`src/logic/bsc_map.svh`:
```
// Purpose: Offsets, field positions, reset values and cycle counts of the
//          branch, skip and call unit.
// Assumes: Included by bare name from the unit.
// Notes:   Definitions only.
`ifndef BSC_MAP_SVH
`define BSC_MAP_SVH

// Register offsets on the APB slave
`define BSC_CTRL_OFF 12'h000
`define BSC_STAT_OFF 12'h004
`define BSC_ICNT_OFF 12'h008

// Control register layout and reset value
`define BSC_CTRL_EN_BIT 0
`define BSC_CTRL_RST 1'b1

// Status register layout
`define BSC_STAT_TAKEN_BIT 16

// Flag register bit positions
`define BSC_FLAG_C 0
`define BSC_FLAG_Z 1
`define BSC_FLAG_N 2
`define BSC_FLAG_V 3
`define BSC_FLAG_S 4
`define BSC_FLAG_H 5
`define BSC_FLAG_T 6
`define BSC_FLAG_I 7

// Cycle counts per operation
`define BSC_CYC_ONE 3'h1
`define BSC_CYC_BR_TAKEN 3'h2
`define BSC_CYC_SKIP_SHORT 3'h2
`define BSC_CYC_SKIP_LONG 3'h3
`define BSC_CYC_IND_CALL 3'h3
`define BSC_CYC_CALL 3'h4
`define BSC_CYC_RETURN 3'h4
`define BSC_CYC_REL_JUMP 3'h2
`define BSC_CYC_REL_CALL 3'h3

`endif

```
`src/logic/bsc_pkg.sv`:
```
// Purpose: Types shared by the branch, skip and call unit.
// Assumes: Constants live in bsc_map.svh.
// Notes:   The unit's whole state is one packed struct.
package bsc_pkg;

   // Decoded control-flow operations
   typedef enum logic [4:0] {
      OP_OTHER,
      OP_INDIRECT_SUBROUTINE_JUMP, OP_DIRECT_SUBROUTINE_JUMP,
      OP_SUBROUTINE_EXIT, OP_INTERRUPT_HANDLER_EXIT,
      OP_EQUAL_COMPARE_SKIP, OP_COMPARE_REGS, OP_COMPARE_WITH_BORROW, OP_COMPARE_IMMEDIATE,
      OP_SKIP_ON_REG_BIT_LOW, OP_SKIP_ON_REG_BIT_HIGH, OP_SKIP_ON_IO_BIT_LOW, OP_SKIP_ON_IO_BIT_HIGH,
      OP_BRANCH_FLAG_HIGH, OP_BRANCH_FLAG_LOW, OP_BRANCH_EQUAL, OP_BRANCH_NOT_EQUAL,
      OP_BRANCH_CARRY_HIGH, OP_BRANCH_CARRY_LOW, OP_BRANCH_SAME_OR_HIGHER, OP_BRANCH_LOWER,
      OP_BRANCH_NEGATIVE, OP_BRANCH_POSITIVE, OP_BRANCH_SIGNED_GE, OP_BRANCH_SIGNED_LT,
      OP_BRANCH_HALF_CARRY_HIGH, OP_BRANCH_HALF_CARRY_LOW, OP_BRANCH_TRANSFER_FLAG_HIGH,
      OP_BRANCH_IRQ_ENABLED, OP_BRANCH_IRQ_DISABLED,
      OP_RELATIVE_JUMP, OP_RELATIVE_SUBROUTINE_JUMP
   } bsc_op_t;

   // Sequencer states
   typedef enum logic {
      ST_IDLE,
      ST_BUSY
   } bsc_st_t;

   // Whole register state of the unit
   typedef struct packed {
      bsc_st_t st;
      logic [2:0] cnt;
      logic ready;
      logic done;
      logic [15:0] pc;
      logic pc_load;
      logic [7:0] flags;
      logic flags_we;
      logic push;
      logic [15:0] push_data;
      logic pop;
      logic p_fwe;
      logic p_push;
      logic p_pop;
      logic taken;
      logic enable;
      logic [15:0] icount;
      logic pready;
      logic pslverr;
      logic [31:0] prdata;
   } bsc_state_t;

endpackage

```
`src/logic/bsc_branch_skip_call_unit.sv`:
```
// Purpose: Control-flow execution for the 8-bit core: calls, returns,
//          compares, skips and relative branches, with cycle timing.
// Assumes: Operation decoded upstream; operands valid with issue_valid_i.
// Notes:   One operation in flight; done_o marks its last cycle.
// What this block does
// - Indirect call loads PC from Z in 3; direct call from target in 4
// - Equal compare skip advances PC 2 or 3 on equality; flags kept
// - Compares subtract, drop result, update Z N V C H in one cycle
// - Register bit low skip jumps past next instruction when bit is 0
// - Register bit high skip jumps past next instruction when bit is 1
// - I/O bit low skip jumps past next instruction when I/O bit is 0
// - I/O bit high skip jumps past next instruction when I/O bit is 1
// - Branch on selected flag high: PC plus offset plus one, 1/2 cycles
// - Branch on selected flag low: PC plus offset plus one, 1/2 cycles
// - Equal branches on Z set, not equal on Z clear
// - Carry high and lower branch on C set; carry low, same-or-higher on C clear
// - Negative branches on N set, positive on N clear
// - Signed greater-or-equal branches when N xor V is 0
// - Signed less-than branches when N xor V is 1
// - Half carry branches on H set or H clear
// - Transfer flag branch taken when T is 1
// - Interrupt enabled branch on I set, disabled branch on I clear
// - Relative jump PC plus offset plus one in 2; relative call in 3
`timescale 1ns/1ps
`include "bsc_map.svh"

module bsc_branch_skip_call_unit
   import bsc_pkg::*;
(
   input logic mclk_i,
   input logic rst_n_i,
   input logic issue_valid_i,
   input bsc_op_t op_i,
   input logic [15:0] pc_i,
   input logic [15:0] imm_i,
   input logic [15:0] z_ptr_i,
   input logic [15:0] stack_pc_i,
   input logic [7:0] rd_val_i,
   input logic [7:0] rr_val_i,
   input logic [7:0] io_val_i,
   input logic [2:0] bit_sel_i,
   input logic next_two_word_i,
   input logic [7:0] flags_i,
   input logic psel_i,
   input logic penable_i,
   input logic pwrite_i,
   input logic [11:0] paddr_i,
   input logic [31:0] pwdata_i,
   output logic ready_o,
   output logic done_o,
   output logic [15:0] pc_o,
   output logic pc_load_o,
   output logic [7:0] flags_o,
   output logic flags_we_o,
   output logic push_o,
   output logic [15:0] push_data_o,
   output logic pop_o,
   output logic [31:0] prdata_o,
   output logic pready_o,
   output logic pslverr_o
);

   bsc_state_t q;
   bsc_state_t n;
   logic acc_w;

   // Operation accepted this cycle
   assign acc_w = q.ready & issue_valid_i & q.enable;

   // Next-state logic for sequencer and register slave
   always_comb begin
      logic [15:0] tgt;
      logic [15:0] nxt;
      logic [2:0] ncyc;
      logic [8:0] diff;
      logic [7:0] b;
      logic [7:0] r;
      logic cin;
      logic take;
      logic br;
      logic sk;
      logic cmp;
      tgt = pc_i + imm_i + 16'h0001;
      nxt = pc_i + 16'h0001;
      ncyc = `BSC_CYC_ONE;
      b = rr_val_i;
      cin = 1'b0;
      diff = 9'h000;
      r = 8'h00;
      take = 1'b0;
      br = 1'b0;
      sk = 1'b0;
      cmp = 1'b0;
      n = q;
      n.done = 1'b0;
      n.pc_load = 1'b0;
      n.flags_we = 1'b0;
      n.push = 1'b0;
      n.pop = 1'b0;
      n.pready = 1'b0;
      n.pslverr = 1'b0;

      if (acc_w) begin
         n.pc = nxt;
         n.flags = flags_i;
         n.p_fwe = 1'b0;
         n.p_push = 1'b0;
         n.p_pop = 1'b0;
         n.taken = 1'b0;
         case (op_i)
            OP_INDIRECT_SUBROUTINE_JUMP: begin
               n.pc = z_ptr_i;
               n.p_push = 1'b1;
               n.push_data = nxt;
               ncyc = `BSC_CYC_IND_CALL;
            end
            OP_DIRECT_SUBROUTINE_JUMP: begin
               n.pc = imm_i;
               n.p_push = 1'b1;
               n.push_data = pc_i + 16'h0002;
               ncyc = `BSC_CYC_CALL;
            end
            OP_SUBROUTINE_EXIT: begin
               n.pc = stack_pc_i;
               n.p_pop = 1'b1;
               ncyc = `BSC_CYC_RETURN;
            end
            OP_INTERRUPT_HANDLER_EXIT: begin
               n.pc = stack_pc_i;
               n.p_pop = 1'b1;
               n.p_fwe = 1'b1;
               n.flags[`BSC_FLAG_I] = 1'b1;
               ncyc = `BSC_CYC_RETURN;
            end
            OP_EQUAL_COMPARE_SKIP: begin
               sk = 1'b1;
               take = (rd_val_i == rr_val_i);
            end
            OP_COMPARE_REGS: cmp = 1'b1;
            OP_COMPARE_WITH_BORROW: begin
               cmp = 1'b1;
               cin = flags_i[`BSC_FLAG_C];
            end
            OP_COMPARE_IMMEDIATE: begin
               cmp = 1'b1;
               b = imm_i[7:0];
            end
            OP_SKIP_ON_REG_BIT_LOW: begin
               sk = 1'b1;
               take = ~rd_val_i[bit_sel_i];
            end
            OP_SKIP_ON_REG_BIT_HIGH: begin
               sk = 1'b1;
               take = rd_val_i[bit_sel_i];
            end
            OP_SKIP_ON_IO_BIT_LOW: begin
               sk = 1'b1;
               take = ~io_val_i[bit_sel_i];
            end
            OP_SKIP_ON_IO_BIT_HIGH: begin
               sk = 1'b1;
               take = io_val_i[bit_sel_i];
            end
            OP_BRANCH_FLAG_HIGH: begin
               br = 1'b1;
               take = flags_i[bit_sel_i];
            end
            OP_BRANCH_FLAG_LOW: begin
               br = 1'b1;
               take = ~flags_i[bit_sel_i];
            end
            OP_BRANCH_EQUAL: begin
               br = 1'b1;
               take = flags_i[`BSC_FLAG_Z];
            end
            OP_BRANCH_NOT_EQUAL: begin
               br = 1'b1;
               take = ~flags_i[`BSC_FLAG_Z];
            end
            OP_BRANCH_CARRY_HIGH, OP_BRANCH_LOWER: begin
               br = 1'b1;
               take = flags_i[`BSC_FLAG_C];
            end
            OP_BRANCH_CARRY_LOW, OP_BRANCH_SAME_OR_HIGHER: begin
               br = 1'b1;
               take = ~flags_i[`BSC_FLAG_C];
            end
            OP_BRANCH_NEGATIVE: begin
               br = 1'b1;
               take = flags_i[`BSC_FLAG_N];
            end
            OP_BRANCH_POSITIVE: begin
               br = 1'b1;
               take = ~flags_i[`BSC_FLAG_N];
            end
            OP_BRANCH_SIGNED_GE: begin
               br = 1'b1;
               take = ~(flags_i[`BSC_FLAG_N] ^ flags_i[`BSC_FLAG_V]);
            end
            OP_BRANCH_SIGNED_LT: begin
               br = 1'b1;
               take = flags_i[`BSC_FLAG_N] ^ flags_i[`BSC_FLAG_V];
            end
            OP_BRANCH_HALF_CARRY_HIGH: begin
               br = 1'b1;
               take = flags_i[`BSC_FLAG_H];
            end
            OP_BRANCH_HALF_CARRY_LOW: begin
               br = 1'b1;
               take = ~flags_i[`BSC_FLAG_H];
            end
            OP_BRANCH_TRANSFER_FLAG_HIGH: begin
               br = 1'b1;
               take = flags_i[`BSC_FLAG_T];
            end
            OP_BRANCH_IRQ_ENABLED: begin
               br = 1'b1;
               take = flags_i[`BSC_FLAG_I];
            end
            OP_BRANCH_IRQ_DISABLED: begin
               br = 1'b1;
               take = ~flags_i[`BSC_FLAG_I];
            end
            OP_RELATIVE_JUMP: begin
               n.pc = tgt;
               ncyc = `BSC_CYC_REL_JUMP;
            end
            OP_RELATIVE_SUBROUTINE_JUMP: begin
               n.pc = tgt;
               n.p_push = 1'b1;
               n.push_data = nxt;
               ncyc = `BSC_CYC_REL_CALL;
            end
            default: ncyc = `BSC_CYC_ONE;
         endcase

         if (cmp) begin
            diff = {1'b0, rd_val_i} - {1'b0, b} - {8'h00, cin};
            r = diff[7:0];
            n.p_fwe = 1'b1;
            n.flags[`BSC_FLAG_C] = (~rd_val_i[7] & b[7]) | (b[7] & r[7]) | (r[7] & ~rd_val_i[7]);
            n.flags[`BSC_FLAG_H] = (~rd_val_i[3] & b[3]) | (b[3] & r[3]) | (r[3] & ~rd_val_i[3]);
            n.flags[`BSC_FLAG_V] = (rd_val_i[7] & ~b[7] & ~r[7]) | (~rd_val_i[7] & b[7] & r[7]);
            n.flags[`BSC_FLAG_N] = r[7];
            n.flags[`BSC_FLAG_Z] = (r == 8'h00) & ((op_i != OP_COMPARE_WITH_BORROW) | flags_i[`BSC_FLAG_Z]);
         end

         // Taken branch target and timing
         if (br) begin
            n.taken = take;
            if (take) begin
               n.pc = tgt;
               ncyc = `BSC_CYC_BR_TAKEN;
            end
         end

         if (sk) begin
            n.taken = take;
            if (take) begin
               n.pc = next_two_word_i ? pc_i + 16'h0003 : pc_i + 16'h0002;
               ncyc = next_two_word_i ? `BSC_CYC_SKIP_LONG : `BSC_CYC_SKIP_SHORT;
            end
         end

         // Finish now or hold for more cycles
         if (ncyc == `BSC_CYC_ONE) begin
            n.done = 1'b1;
            n.pc_load = 1'b1;
            n.flags_we = n.p_fwe;
            n.push = n.p_push;
            n.pop = n.p_pop;
            n.icount = q.icount + 16'h0001;
         end else begin
            n.st = ST_BUSY;
            n.ready = 1'b0;
            n.cnt = ncyc - 3'h1;
         end
      end

      // Count down the remaining cycles
      case (q.st)
         ST_IDLE: n.cnt = n.cnt;
         ST_BUSY: begin
            n.cnt = q.cnt - 3'h1;
            if (q.cnt == 3'h1) begin
               n.st = ST_IDLE;
               n.ready = 1'b1;
               n.done = 1'b1;
               n.pc_load = 1'b1;
               n.flags_we = q.p_fwe;
               n.push = q.p_push;
               n.pop = q.p_pop;
               n.icount = q.icount + 16'h0001;
            end
         end
         default: n.st = ST_IDLE;
      endcase

      // APB setup phase: decode and answer next cycle
      if (psel_i && !penable_i) begin
         n.pready = 1'b1;
         case (paddr_i)
            `BSC_CTRL_OFF: n.prdata = {31'h00000000, q.enable};
            `BSC_STAT_OFF: n.prdata = {15'h0000, q.taken, q.pc};
            `BSC_ICNT_OFF: n.prdata = {16'h0000, q.icount};
            default: begin
               n.prdata = 32'h00000000;
               n.pslverr = 1'b1;
            end
         endcase
      end

      // APB write takes effect at the end of access
      if (psel_i && penable_i && q.pready && pwrite_i && (paddr_i == `BSC_CTRL_OFF)) begin
         n.enable = pwdata_i[`BSC_CTRL_EN_BIT];
      end
   end

   // State register
   always_ff @(posedge mclk_i) begin
      if (!rst_n_i) begin
         q <= '0;
         q.ready <= 1'b1;
         q.enable <= `BSC_CTRL_RST;
      end else begin
         q <= n;
      end
   end

   // Outputs straight from the state register
   assign ready_o = q.ready;
   assign done_o = q.done;
   assign pc_o = q.pc;
   assign pc_load_o = q.pc_load;
   assign flags_o = q.flags;
   assign flags_we_o = q.flags_we;
   assign push_o = q.push;
   assign push_data_o = q.push_data;
   assign pop_o = q.pop;
   assign prdata_o = q.prdata;
   assign pready_o = q.pready;
   assign pslverr_o = q.pslverr;
endmodule

```
`config.mk`:
```
export PLATFORM = sky130hd
export DESIGN_NAME = bsc_branch_skip_call_unit
export DESIGN_NICKNAME = d
export VERILOG_FILES = /design/src/logic/bsc_pkg.sv /design/src/logic/bsc_branch_skip_call_unit.sv
export VERILOG_INCLUDE_DIRS = /design/src /design/src/logic
export SDC_FILE = /design/constraint.sdc
export NUM_CORES = 1
export LEC_CHECK = 0
export ABC_CLOCK_PERIOD_IN_PS = 5500
export BUFFER_PORTS_ARGS = -buffer_cell sky130_fd_sc_hd__buf_2
export CAP_MARGIN = 40
export CORE_ASPECT_RATIO = 0.5
export CORE_MARGIN = 5
export CORE_UTILIZATION = 54
export CTS_BUF_LIST = sky130_fd_sc_hd__clkbuf_4 sky130_fd_sc_hd__clkbuf_8
export CTS_CLUSTER_SIZE = 30
export DETAILED_ROUTE_END_ITERATION = 6
export PLACE_DENSITY = 0.84
export SETUP_SLACK_MARGIN = 0.02
export SLEW_MARGIN = 25
export SYNTH_ARGS = -nofsm -noshare
export SYNTH_HDL_FRONTEND = slang
export SYNTH_SLANG_ARGS = --single-unit
```
`constraint.sdc`:
```
create_clock -name mclk_i -period 5.5 [get_ports mclk_i]
set_input_delay 0.825 -clock mclk_i [delete_from_list [all_inputs] [get_ports mclk_i]]
set_output_delay 0.825 -clock mclk_i [all_outputs]
set_load 0.01 [all_outputs]
```
# Word-level counts from Yosys, hierarchy flattened
# Cells that the tools add are included.
[totals]
output_inout_bits = 80
wordCells = 190
register_bits = 105
in_bits = 155
[op_classes]
n_bitwise = 33
muxes = 64
n_reduce_logical = 23
n_lt_le_gt_ge = 1
add_sub_neg = 10
eq_ne = 39
[ops]
columns = ["op", "count"]
rows = [
  ["$mux W16", 9],
  ["$eq A5 B5 Y1 const B", 16],
  ["$pmux W16 S4", 1],
  ["$mux W54", 1],
  ["$pmux W17 S3", 1],
  ["$add A16 B1 Y16 const B", 3],
  ["$eq A5 B4 Y1 const B", 8],
  ["$mux W34", 1],
  ["$add A16 B2 Y16 const B", 2],
  ["$pmux W16 S2", 1],
  ["$mux W1", 30],
  ["$eq A5 B3 Y1 const B", 4],
  ["$pmux W1 S20", 1],
  ["$reduce_or A17 Y1", 1],
  ["$add A16 B16 Y16", 1],
  ["$mux W8", 2],
  ["$mux W3", 5],
  ["$not A1 Y1", 14],
  ["$and A1 B1 Y1", 12],
  ["$eq A12 B3 Y1 const B", 1],
  ["$eq A12 B4 Y1 const B", 1],
  ["$logic_not A12 Y1", 1],
  ["$reduce_or A3 Y1", 4],
  ["$eq A5 B2 Y1 const B", 2],
  ["other kinds (24)", 48],
]

# Depth between registers and ports, before layout
# Gate-level depths: netlist of run 1.
[depth]
word_depth = 15
ltp_mapped = 18
ltp_nobuf = 15

# Least setup slack after synthesis of run 1
# OpenSTA, ideal clock, no wires.
[synth_path]
path_type = "input-to-reg"
startpoint = "input port op_i[2]"
endpoint = "register q (netlist bit flags_o[1])"
setup_time_ps = 74
t_arrival_ps = 4541
required_ps = 5426
cell_stages = 16
slack_ps = 884
path_buffers = 4
path_cell_list = "buf_2 -> buf_2 -> buf_1 -> or4_1 -> clkbuf_1 -> nand2_1 -> o21ai_0 -> fa_1 -> fa_1 -> a21boi_0 -> o21ai_0 -> a21oi_1 -> nor2_1 -> xnor2_1 -> or4b_2 -> a31oi_1"
[synth_between]
elab_chain_len = 8
elab_cells_between_ends = 17
cone_classes = "add/sub (2); eq/ne (4); mux (7); bitwise (2); reduce/logical (2)"
[synth_rtl]
columns = ["item", "line_no", "rtl"]
rows = [
  ["start, declared", "bsc_branch_skip_call_unit.sv:33", "input bsc_op_t op_i,"],
  ["$eq A5 B4 Y1", "bsc_branch_skip_call_unit.sv:110", "case (op_i)"],
  ["$mux W8", "bsc_branch_skip_call_unit.sv:110", ""],
  ["$mux W8", "bsc_branch_skip_call_unit.sv:103", "if (acc_w) begin"],
  ["$sub A8 B8 Y8", "bsc_branch_skip_call_unit.sv:238", "diff = {1'b0, rd_val_i} - {1'b0, b} - {8'h00, cin};"],
  ["$sub A8 B1 Y8", "bsc_branch_skip_call_unit.sv:238", ""],
  ["$logic_not A8 Y1", "bsc_branch_skip_call_unit.sv:245", "n.flags[`BSC_FLAG_Z] = (r == 8'h00) & ((op_i != OP_COMPARE_WITH_BORROW) | flags_i[`BSC_FLAG_Z]);"],
  ["$and A1 B1 Y1", "bsc_branch_skip_call_unit.sv:245", ""],
  ["$mux W4 (*)", "bsc_branch_skip_call_unit.sv:237", "if (cmp) begin"],
  ["end signal, assigned", "bsc_branch_skip_call_unit.sv:326", "q <= n;"],
  ["end, declared", "bsc_branch_skip_call_unit.sv:63", "bsc_state_t q;"],
]
# Every way passes the cells marked *; elsewhere a longest branch is shown, timed or not. The select of a mux whose other input is x is not followed.
# A chain may end at the register's enable or synchronous reset.

# Worst setup path in the final report of run 1
[layout_path]
startpoint = "input port op_i[3]"
endpoint = "register q (netlist bit flags_o[1])"
# Same word-level chain as after synthesis.

==> results of run 1 <==
-- kinds of logic (layout without fill, tap and decap cells) --
group	Yosys count	in the layout	synth area share, %
mux	34	34	5.04
flops	89	89	23.4
other cells	1	15	0.0492
buf+inv	168	257	12.2
simple gates	334	334	20.9
xor+xnor	82	82	9.42
fa+ha+maj	41	41	7.03
compound gates	253	253	22.0
-- power by group through the flow --
stage	Sequential, µW	Clock [µW]	Combinational (µW)
finish	704	597	575
global route	708	630	629
CTS	703	603	559
detailed placement	718	0	556
global placement	716	0	541
floorplan	706	0	407
-- metrics by stage --
step | util (%) | hold WS, ns | std cells | setup slack, ns | cell area (µm²)
finish | 61.7 | 0.451 | 1297 | 0.702 | 8460
global route | 61.7 | 0.479 | 1297 | 0.455 | 8460
CTS | 61.6 | 0.452 | 1295 | 0.805 | 8440
detailed placement | 59.6 | 0.439 | 1279 | 0.411 | 8170
global placement | 59.6 | 0.438 | 1278 | 0.567 | 8160
floorplan | - | 0.423 | 1016 | 0.884 | 7670
-- flip-flops by register name (all words and copies together) (netlist names), 8 cells and up --
register     flops
q               25
flags_o          8
push_data_o     16
prdata_o        17
pc_o            16
-- per-layer routing --
metal | track usage [%] | part of all wire [%] | routed length (µm) | vias up
li1 | - | - | - | 3683
met3 | 7.12 | 12 | 2690 | 21
met4 | 4.76 | 0.82 | 191 | 0
met5 | 0 | 0 | 0 | -
met1 | 38.9 | 45 | 10500 | 3587
met2 | 39.9 | 42 | 9760 | 392
-- path summary, 6_finish.rpt --
check	startpoint	to	slack [ns]	cells past startpoint
setup reg to reg	q[50]	q[49]	3.01	7
setup / recovery	op_i[3]	flags_o[1]	0.70	14
hold reg to reg	flags_o[3]	flags_o[3]	0.45	2
hold / removal	flags_o[3]	flags_o[3]	0.45	2
-- area by class of cell --
| type | instances | area share, % |
|---|---|---|
| timing repair buffer | 202 | 12.3 |
| multi-input combinational | 759 | 58.8 |
| inverter | 39 | 1.73 |
| sequential | 89 | 21.1 |
| clock inverter | 6 | 1.63 |
| tap | 192 | 2.84 |
| clock buffer | 10 | 1.63 |
-- placed cells by master, fill, tap and decap left out, types with 6 or more instances in the layout --
| cell type | n |
|---|---|
| buf_4 | 12 |
| and2_1 | 6 |
| ha_1 | 38 |
| nand2b_1 | 9 |
| nor4_1 | 9 |
| a31oi_1 | 10 |
| o31ai_1 | 6 |
| nor2_1 | 128 |
| conb_1 | 15 |
| dfxtp_1 | 89 |
| inv_1 | 38 |
| o21ai_0 | 47 |
| and3_1 | 13 |
| a221oi_1 | 6 |
| xor2_1 | 48 |
| nand3_1 | 20 |
| a21oi_1 | 68 |
| mux2i_1 | 26 |
| nor2b_1 | 10 |
| a22oi_1 | 20 |
| xnor2_1 | 34 |
| a211oi_1 | 23 |
| or3_1 | 7 |
| a222oi_1 | 14 |
| nor3_1 | 27 |
| o21a_1 | 6 |
| nand4_1 | 15 |
| clkbuf_8 | 10 |
| nand2_1 | 69 |
| buf_2 | 189 |
-- worst max-delay path, delay by kind of cell --
family	cells	cell delay, ns
fa+ha+maj	2	0.89
xor+xnor	1	0.12
simple gates	5	1.76
compound gates	5	1.12
buf+inv	1	0.36
==> summary.md, run 1 <==
| Metric | Value |
|---|---|
| Worst Max-Slew Pin Slew | `slightly below 0.8 ns` |
| Slowest cell on crit path | `or4_1` |
| Crit Path Max Fanout | `26` |
| Hold WC Path Type | `register to register` |
| Tcrit/Tclk final | `roughly 87%` |
| Via count | `7683` |
| Wirelength per Cell | `approximately 18 µm` |
| Mapped Area | `about 0.0076 mm²` |
| Nets | `1296` |
| CTS max path bufs | `2` |
| Seq/Total Area, Yosys | `23.4%` |
| Grt ovf | `0` |
| Crit Path Class | `input pin to register` |
| Flip-flop and latch area | `~0.0018 mm²` |
| Failing checks | `design-rule violations` |
| Rel. slew slack | `roughly half` |
| Post-synth cell types | `74` |
| Synthesized area per cell | `between 7 and 8 µm²` |
| Top-count cell post-synth | `nor2_1` |
| Fraction of layout cells with a size suffix above 1 | `approximately 22%` |
| Final wirelength | `approximately 23000 µm` |
| Logic pwr share | `30.6%` |
| Ys flop type | `dfxtp_1` |
| Hold-fix buffers, CTS | `0` |
| Fill count | `between 1k and 1.5k` |
| Startpoint Class | `input pin` |
| Chip height | `approximately 94 µm` |
| Root buf cell | `clkbuf_8` |
| Internal power | `about 1300 µW` |
| Final hold violation count | `0` |
| Final slew viol count | `0` |
| Drt pass-1 iters | `7` |
| Total CTS buffers | `9` |
| Crit path cell chain | `buf_2 > nand2b_1 > or4_1 > nand2_1 > o21ai_0 > fa_1 > fa_1 > a21boi_0 > o21ai_0 > a21oi_1 > nor2_1 > xnor2_1 > or4b_2 > a31oi_1` |
| Post-CTS Setup Bufs | `0` |
| Antenna Cells | `0` |
| Tot Pwr | `~1900 µW` |
| RSZ-0062 raised after global routing | `no` |
| Pwr dens | `222 mW/mm²` |
| FMAX | `approximately 210 MHz` |
| CTS Sinks | `slightly below 90` |
| Row cnt | `30` |
| Clock Skew | `slightly above 0.01 ns` |
| CORE AREA | `about 0.014 mm²` |
| Area grow syn2layout | `10.9%` |
| DR iter-0 viols | `730` |
| Final ANT Viol Nets | `0` |
| Cts repair resizes | `0` |
| #FFs+latches synth | `about 90` |
| Die area | `0.0167 mm²` |
| Tmin final | `about 4.8 ns` |
| Psw | `611 µW` |
| Max-cap check violation count | `0` |
| Initial antenna violation count | `0` |
| CTS tree | `yes` |
| Static Leak | `between 0.003 and 0.004 µW` |
| Leading area contributor after synthesis | `dfxtp_1` |
| Sequential Power Share | `a little under two fifths` |
| Fin Setup TNS | `0 ns` |
| Slowest stage delay, CP | `~0.67 ns` |
| Setup violations, final | `0` |
| CTS H-tree depth | `3` |
| Synth area leaders | `dfxtp_1 (23%), buf_4 (7.3%), nor2_1 (6.3%)` |
| Clk Latency, worst-skew pair | `0.36 ns` |
| Synth Instances | `between 1k and 1.5k` |
| Via density | `approximately 6` |
| Clk slew on worst S/H paths | `around 0.08 ns` |
| DRC viols | `1` |
| Req. time, crit path | `~5.8 ns` |
| GRT Total Usage | `26.8%` |
| Outcome | `finished, violations left` |
| Clock share of power | `a little under a third` |
| Synth cell count leaders | `nor2_1 (128), dfxtp_1 (89), buf_4 (74)` |
| Pin count of the biggest net entering global routing | `48` |
| Number of I/O port buffers | `188` |
| Post-synth top area share | `between 20% and 30%` |
| GP Congestion | `between 0.9 and 1` |
| Number of global-route vias before repair | `7141` |
| Post-synth EDFFs | `0` |
| Critical Path AT | `a little over 5 ns` |
| Die span in x | `~180 µm` |
| DP HPWL | `approximately 18000 µm` |
| First-pass GRT wire length | `around 36000 µm` |
| Num ports | `around 240` |
| Switch share | `about a third` |
| Area occupied by multi-input gates | `0.00497 mm²` |
| Yosys warns | `0` |
| Crit. End Element | `register` |
| Peak VDD IR | `~0.00013 V` |
| Initial core utilization | `around 56%` |
| Post-synth ARST share | `0%` |
Note: power is estimated with default switching activity, not from simulation.
==> run 2: changes to the inputs <==
- CORE_ASPECT_RATIO: 0.5 -> not set
==> run 2 against run 1 <==
Net effect: the run now ends clean; worst hold slack better by 0.0039 ns; sequential cell count unchanged; maximum frequency increased by 1.8%; wire length shrank 8.7%; sequential share of layout area rose by 0.20 points; clock power is 18% lower; die area shrank 0.86%; largest power group unchanged.
==> summary.md, run 2 (same netlist as run 1, synthesis figures left out) <==
| Metric | Value |
|---|---|
| Outcome | `finished, final reports clean` |
| Max FFs per register | `25` |
| Startpoint Class | `input pin` |
| Total CTS buffers | `9` |
| Wirelength per Cell | `16.5 µm` |
| Crit Path Class | `input pin to register` |
| Logic pwr share | `around a third` |
| Routed wl met3 | `between 1500 and 2000 µm` |
| Final wirelength | `21100 µm` |
| Number of I/O port buffers | `~190` |
| GP Congestion | `a little under 1` |
| Die span in x | `129 µm` |
| Tmin final | `roughly 4.7 ns` |
| Crit path cell chain | `buf_2 > nand2b_1 > or4_1 > nand2_1 > o21ai_0 > fa_1 > fa_1 > a21boi_0 > o21ai_0 > a21oi_1 > nor2_1 > xnor2_1 > or4b_2 > a31oi_1` |
| Drt pass-1 iters | `6` |
| Clock share of power | `approximately 28%` |
| Internal power | `between 1000 and 1500 µW` |
| Root buf cell | `clkbuf_8` |
| Row cnt | `43` |
| DR iter-0 viols | `between 700 and 800` |
| Area occupied by multi-input gates | `~0.0050 mm²` |
| Final slew viol count | `0` |
| Grt ovf | `0` |
| Slowest stage delay, CP | `between 0.6 and 0.7 ns` |
| DR top layer | `met4` |
| CTS H-tree depth | `3` |
| Sequential Power Share | `between 40 and 50%` |
| GRT Total Usage | `24.2%` |
| Pin count of the biggest net entering global routing | `70` |
| Hold WC Path Type | `register to register` |
| Via count | `approximately 7.5k` |
| Flip-flop and latch area | `about 0.0018 mm²` |
| Initial antenna violation count | `1` |
| Die area | `0.0166 mm²` |
| Req. time, crit path | `between 5 and 6 ns` |
| Switch share | `roughly 33%` |
| Num ports | `235` |
| Max-cap check violation count | `0` |
| Setup violations, final | `0` |
| CORE AREA | `~0.014 mm²` |
| Area grow syn2layout | `9.88%` |
| CTS max path bufs | `2` |
| Psw | `between 500 and 600 µW` |
| Number of global-route vias before repair | `6783` |
| First-pass GRT wire length | `32900 µm` |
| Hold-fix buffers, CTS | `0` |
| Worst Max-Slew Pin Slew | `slightly below 0.8 ns` |
| CTS tree | `yes` |
| Fin Setup TNS | `0 ns` |
| Post-CTS Setup Bufs | `0` |
| Crit Path Max Fanout | `26` |
| Clock Skew | `0.0127 ns` |
| Metal-1 WL | `about 9300 µm` |
| Initial core utilization | `roughly 55%` |
| Fraction of layout cells with a size suffix above 1 | `between 20 and 25%` |
| Chip height | `129 µm` |
| Register-to-Register Setup Slack | `around 2.6 ns` |
| Cts repair resizes | `0` |
| Nets | `about 1.3k` |
| Final std cells w/o fill | `about 1.3k` |
| Commonest non-fill, non-tap cell in the layout | `buf_2` |
| Via density | `5.87` |
| Critical Path AT | `around 5 ns` |
| Pwr dens | `208 mW/mm²` |
| Final ANT Viol Nets | `0` |
| Fill count | `between 1k and 1.5k` |
| Slowest cell on crit path | `or4_1` |
| Met2 routed WL | `around 9500 µm` |
| Hold Startpoint | `prdata_o[16]` |
| DRC viols | `0` |
| CTS Sinks | `89` |
| Largest Register | `q` |
| CP Launch Point | `op_i[3]` |
| Clk slew on worst S/H paths | `approximately 0.080 ns` |
| Peak VDD IR | `0.000113 V` |
| FMAX | `around 210 MHz` |
| Static Leak | `roughly 0.0036 µW` |
| Clk Latency, worst-skew pair | `0.36 ns` |
| Final hold violation count | `0` |
| Tcrit/Tclk final | `around 86%` |
| Most frequent cells in the layout | `buf_2 (188), nor2_1 (128), dfxtp_1 (89)` |
| Crit. End Element | `register` |
| Dpl cells | `approximately 1.3k` |
| DP HPWL | `~17000 µm` |
| Rel. slew slack | `between 40% and 50%` |
| Worst R2R Start | `q[50]` |
| RSZ-0062 raised after global routing | `no` |
## run 2: cell types whose count changed in the layout (fill, tap and decap cells not counted)
cell	before	now
nor3b_2	0	1
buf_2	189	188
nor3b_1	3	2
diode_2	0	1
clkbuf_4	1	0
bufinv_16	4	2
clkinv_1	1	0
inv_2	0	1
## run 2: worst max-delay path: cells and delay by family
family / cells / cell delay (ns)
adder cells (fa/ha/maj): 2 / 0.88
AO/OA/AOI/OAI: 5 / 1.10
buffers and inverters: 1 / 0.35
XOR/XNOR: 1 / 0.11
AND/OR/NAND/NOR: 5 / 1.72
## run 2: layout make-up
class / count / share of cell area [%]
inverter: 39 / 1.75
clock buffer: 10 / 1.64
clock inverter: 4 / 0.926
sequential: 89 / 21.3
timing repair buffer: 200 / 12.3
multi-input combinational: 759 / 59.4
antenna: 1 / 0.0299
tap: 180 / 2.69
## run 2: power by group through the flow
stage	clock network, µW	logic, µW	registers [µW]
floorplan	0	407	706
global placement	0	527	716
detailed placement	0	541	717
CTS	499	544	702
global route	525	606	706
finish	491	552	703
## run 2: worst paths after layout
| kind | endpoint | cells past startpoint |
|---|---|---|
| max | flags_o[1] | 14 |
| min | prdata_o[16] | 2 |
| max reg2reg | q[44] | 7 |
| min reg2reg | prdata_o[16] | 2 |
## run 2: routing by layer
layer | GRT usage (%) | vias to the layer above
li1 | - | 3690
met1 | 33.5 | 3447
met2 | 38.3 | 345
met3 | 3.78 | 38
met4 | 8.40 | 0
met5 | 0 | -
## run 2: stage by stage
stage               utilization, %  hold slack (ns)  setup slack, ns  instance area, µm²  total power (µW)
floorplan                        -            0.423            0.884                7670              1110
global placement              58.6            0.440            0.618                8140              1240
detailed placement            58.8            0.443            0.528                8160              1260
CTS                           60.3            0.455            0.894                8370              1740
global route                  60.3            0.478            0.532                8380              1840
finish                        60.3            0.455            0.788                8380              1750
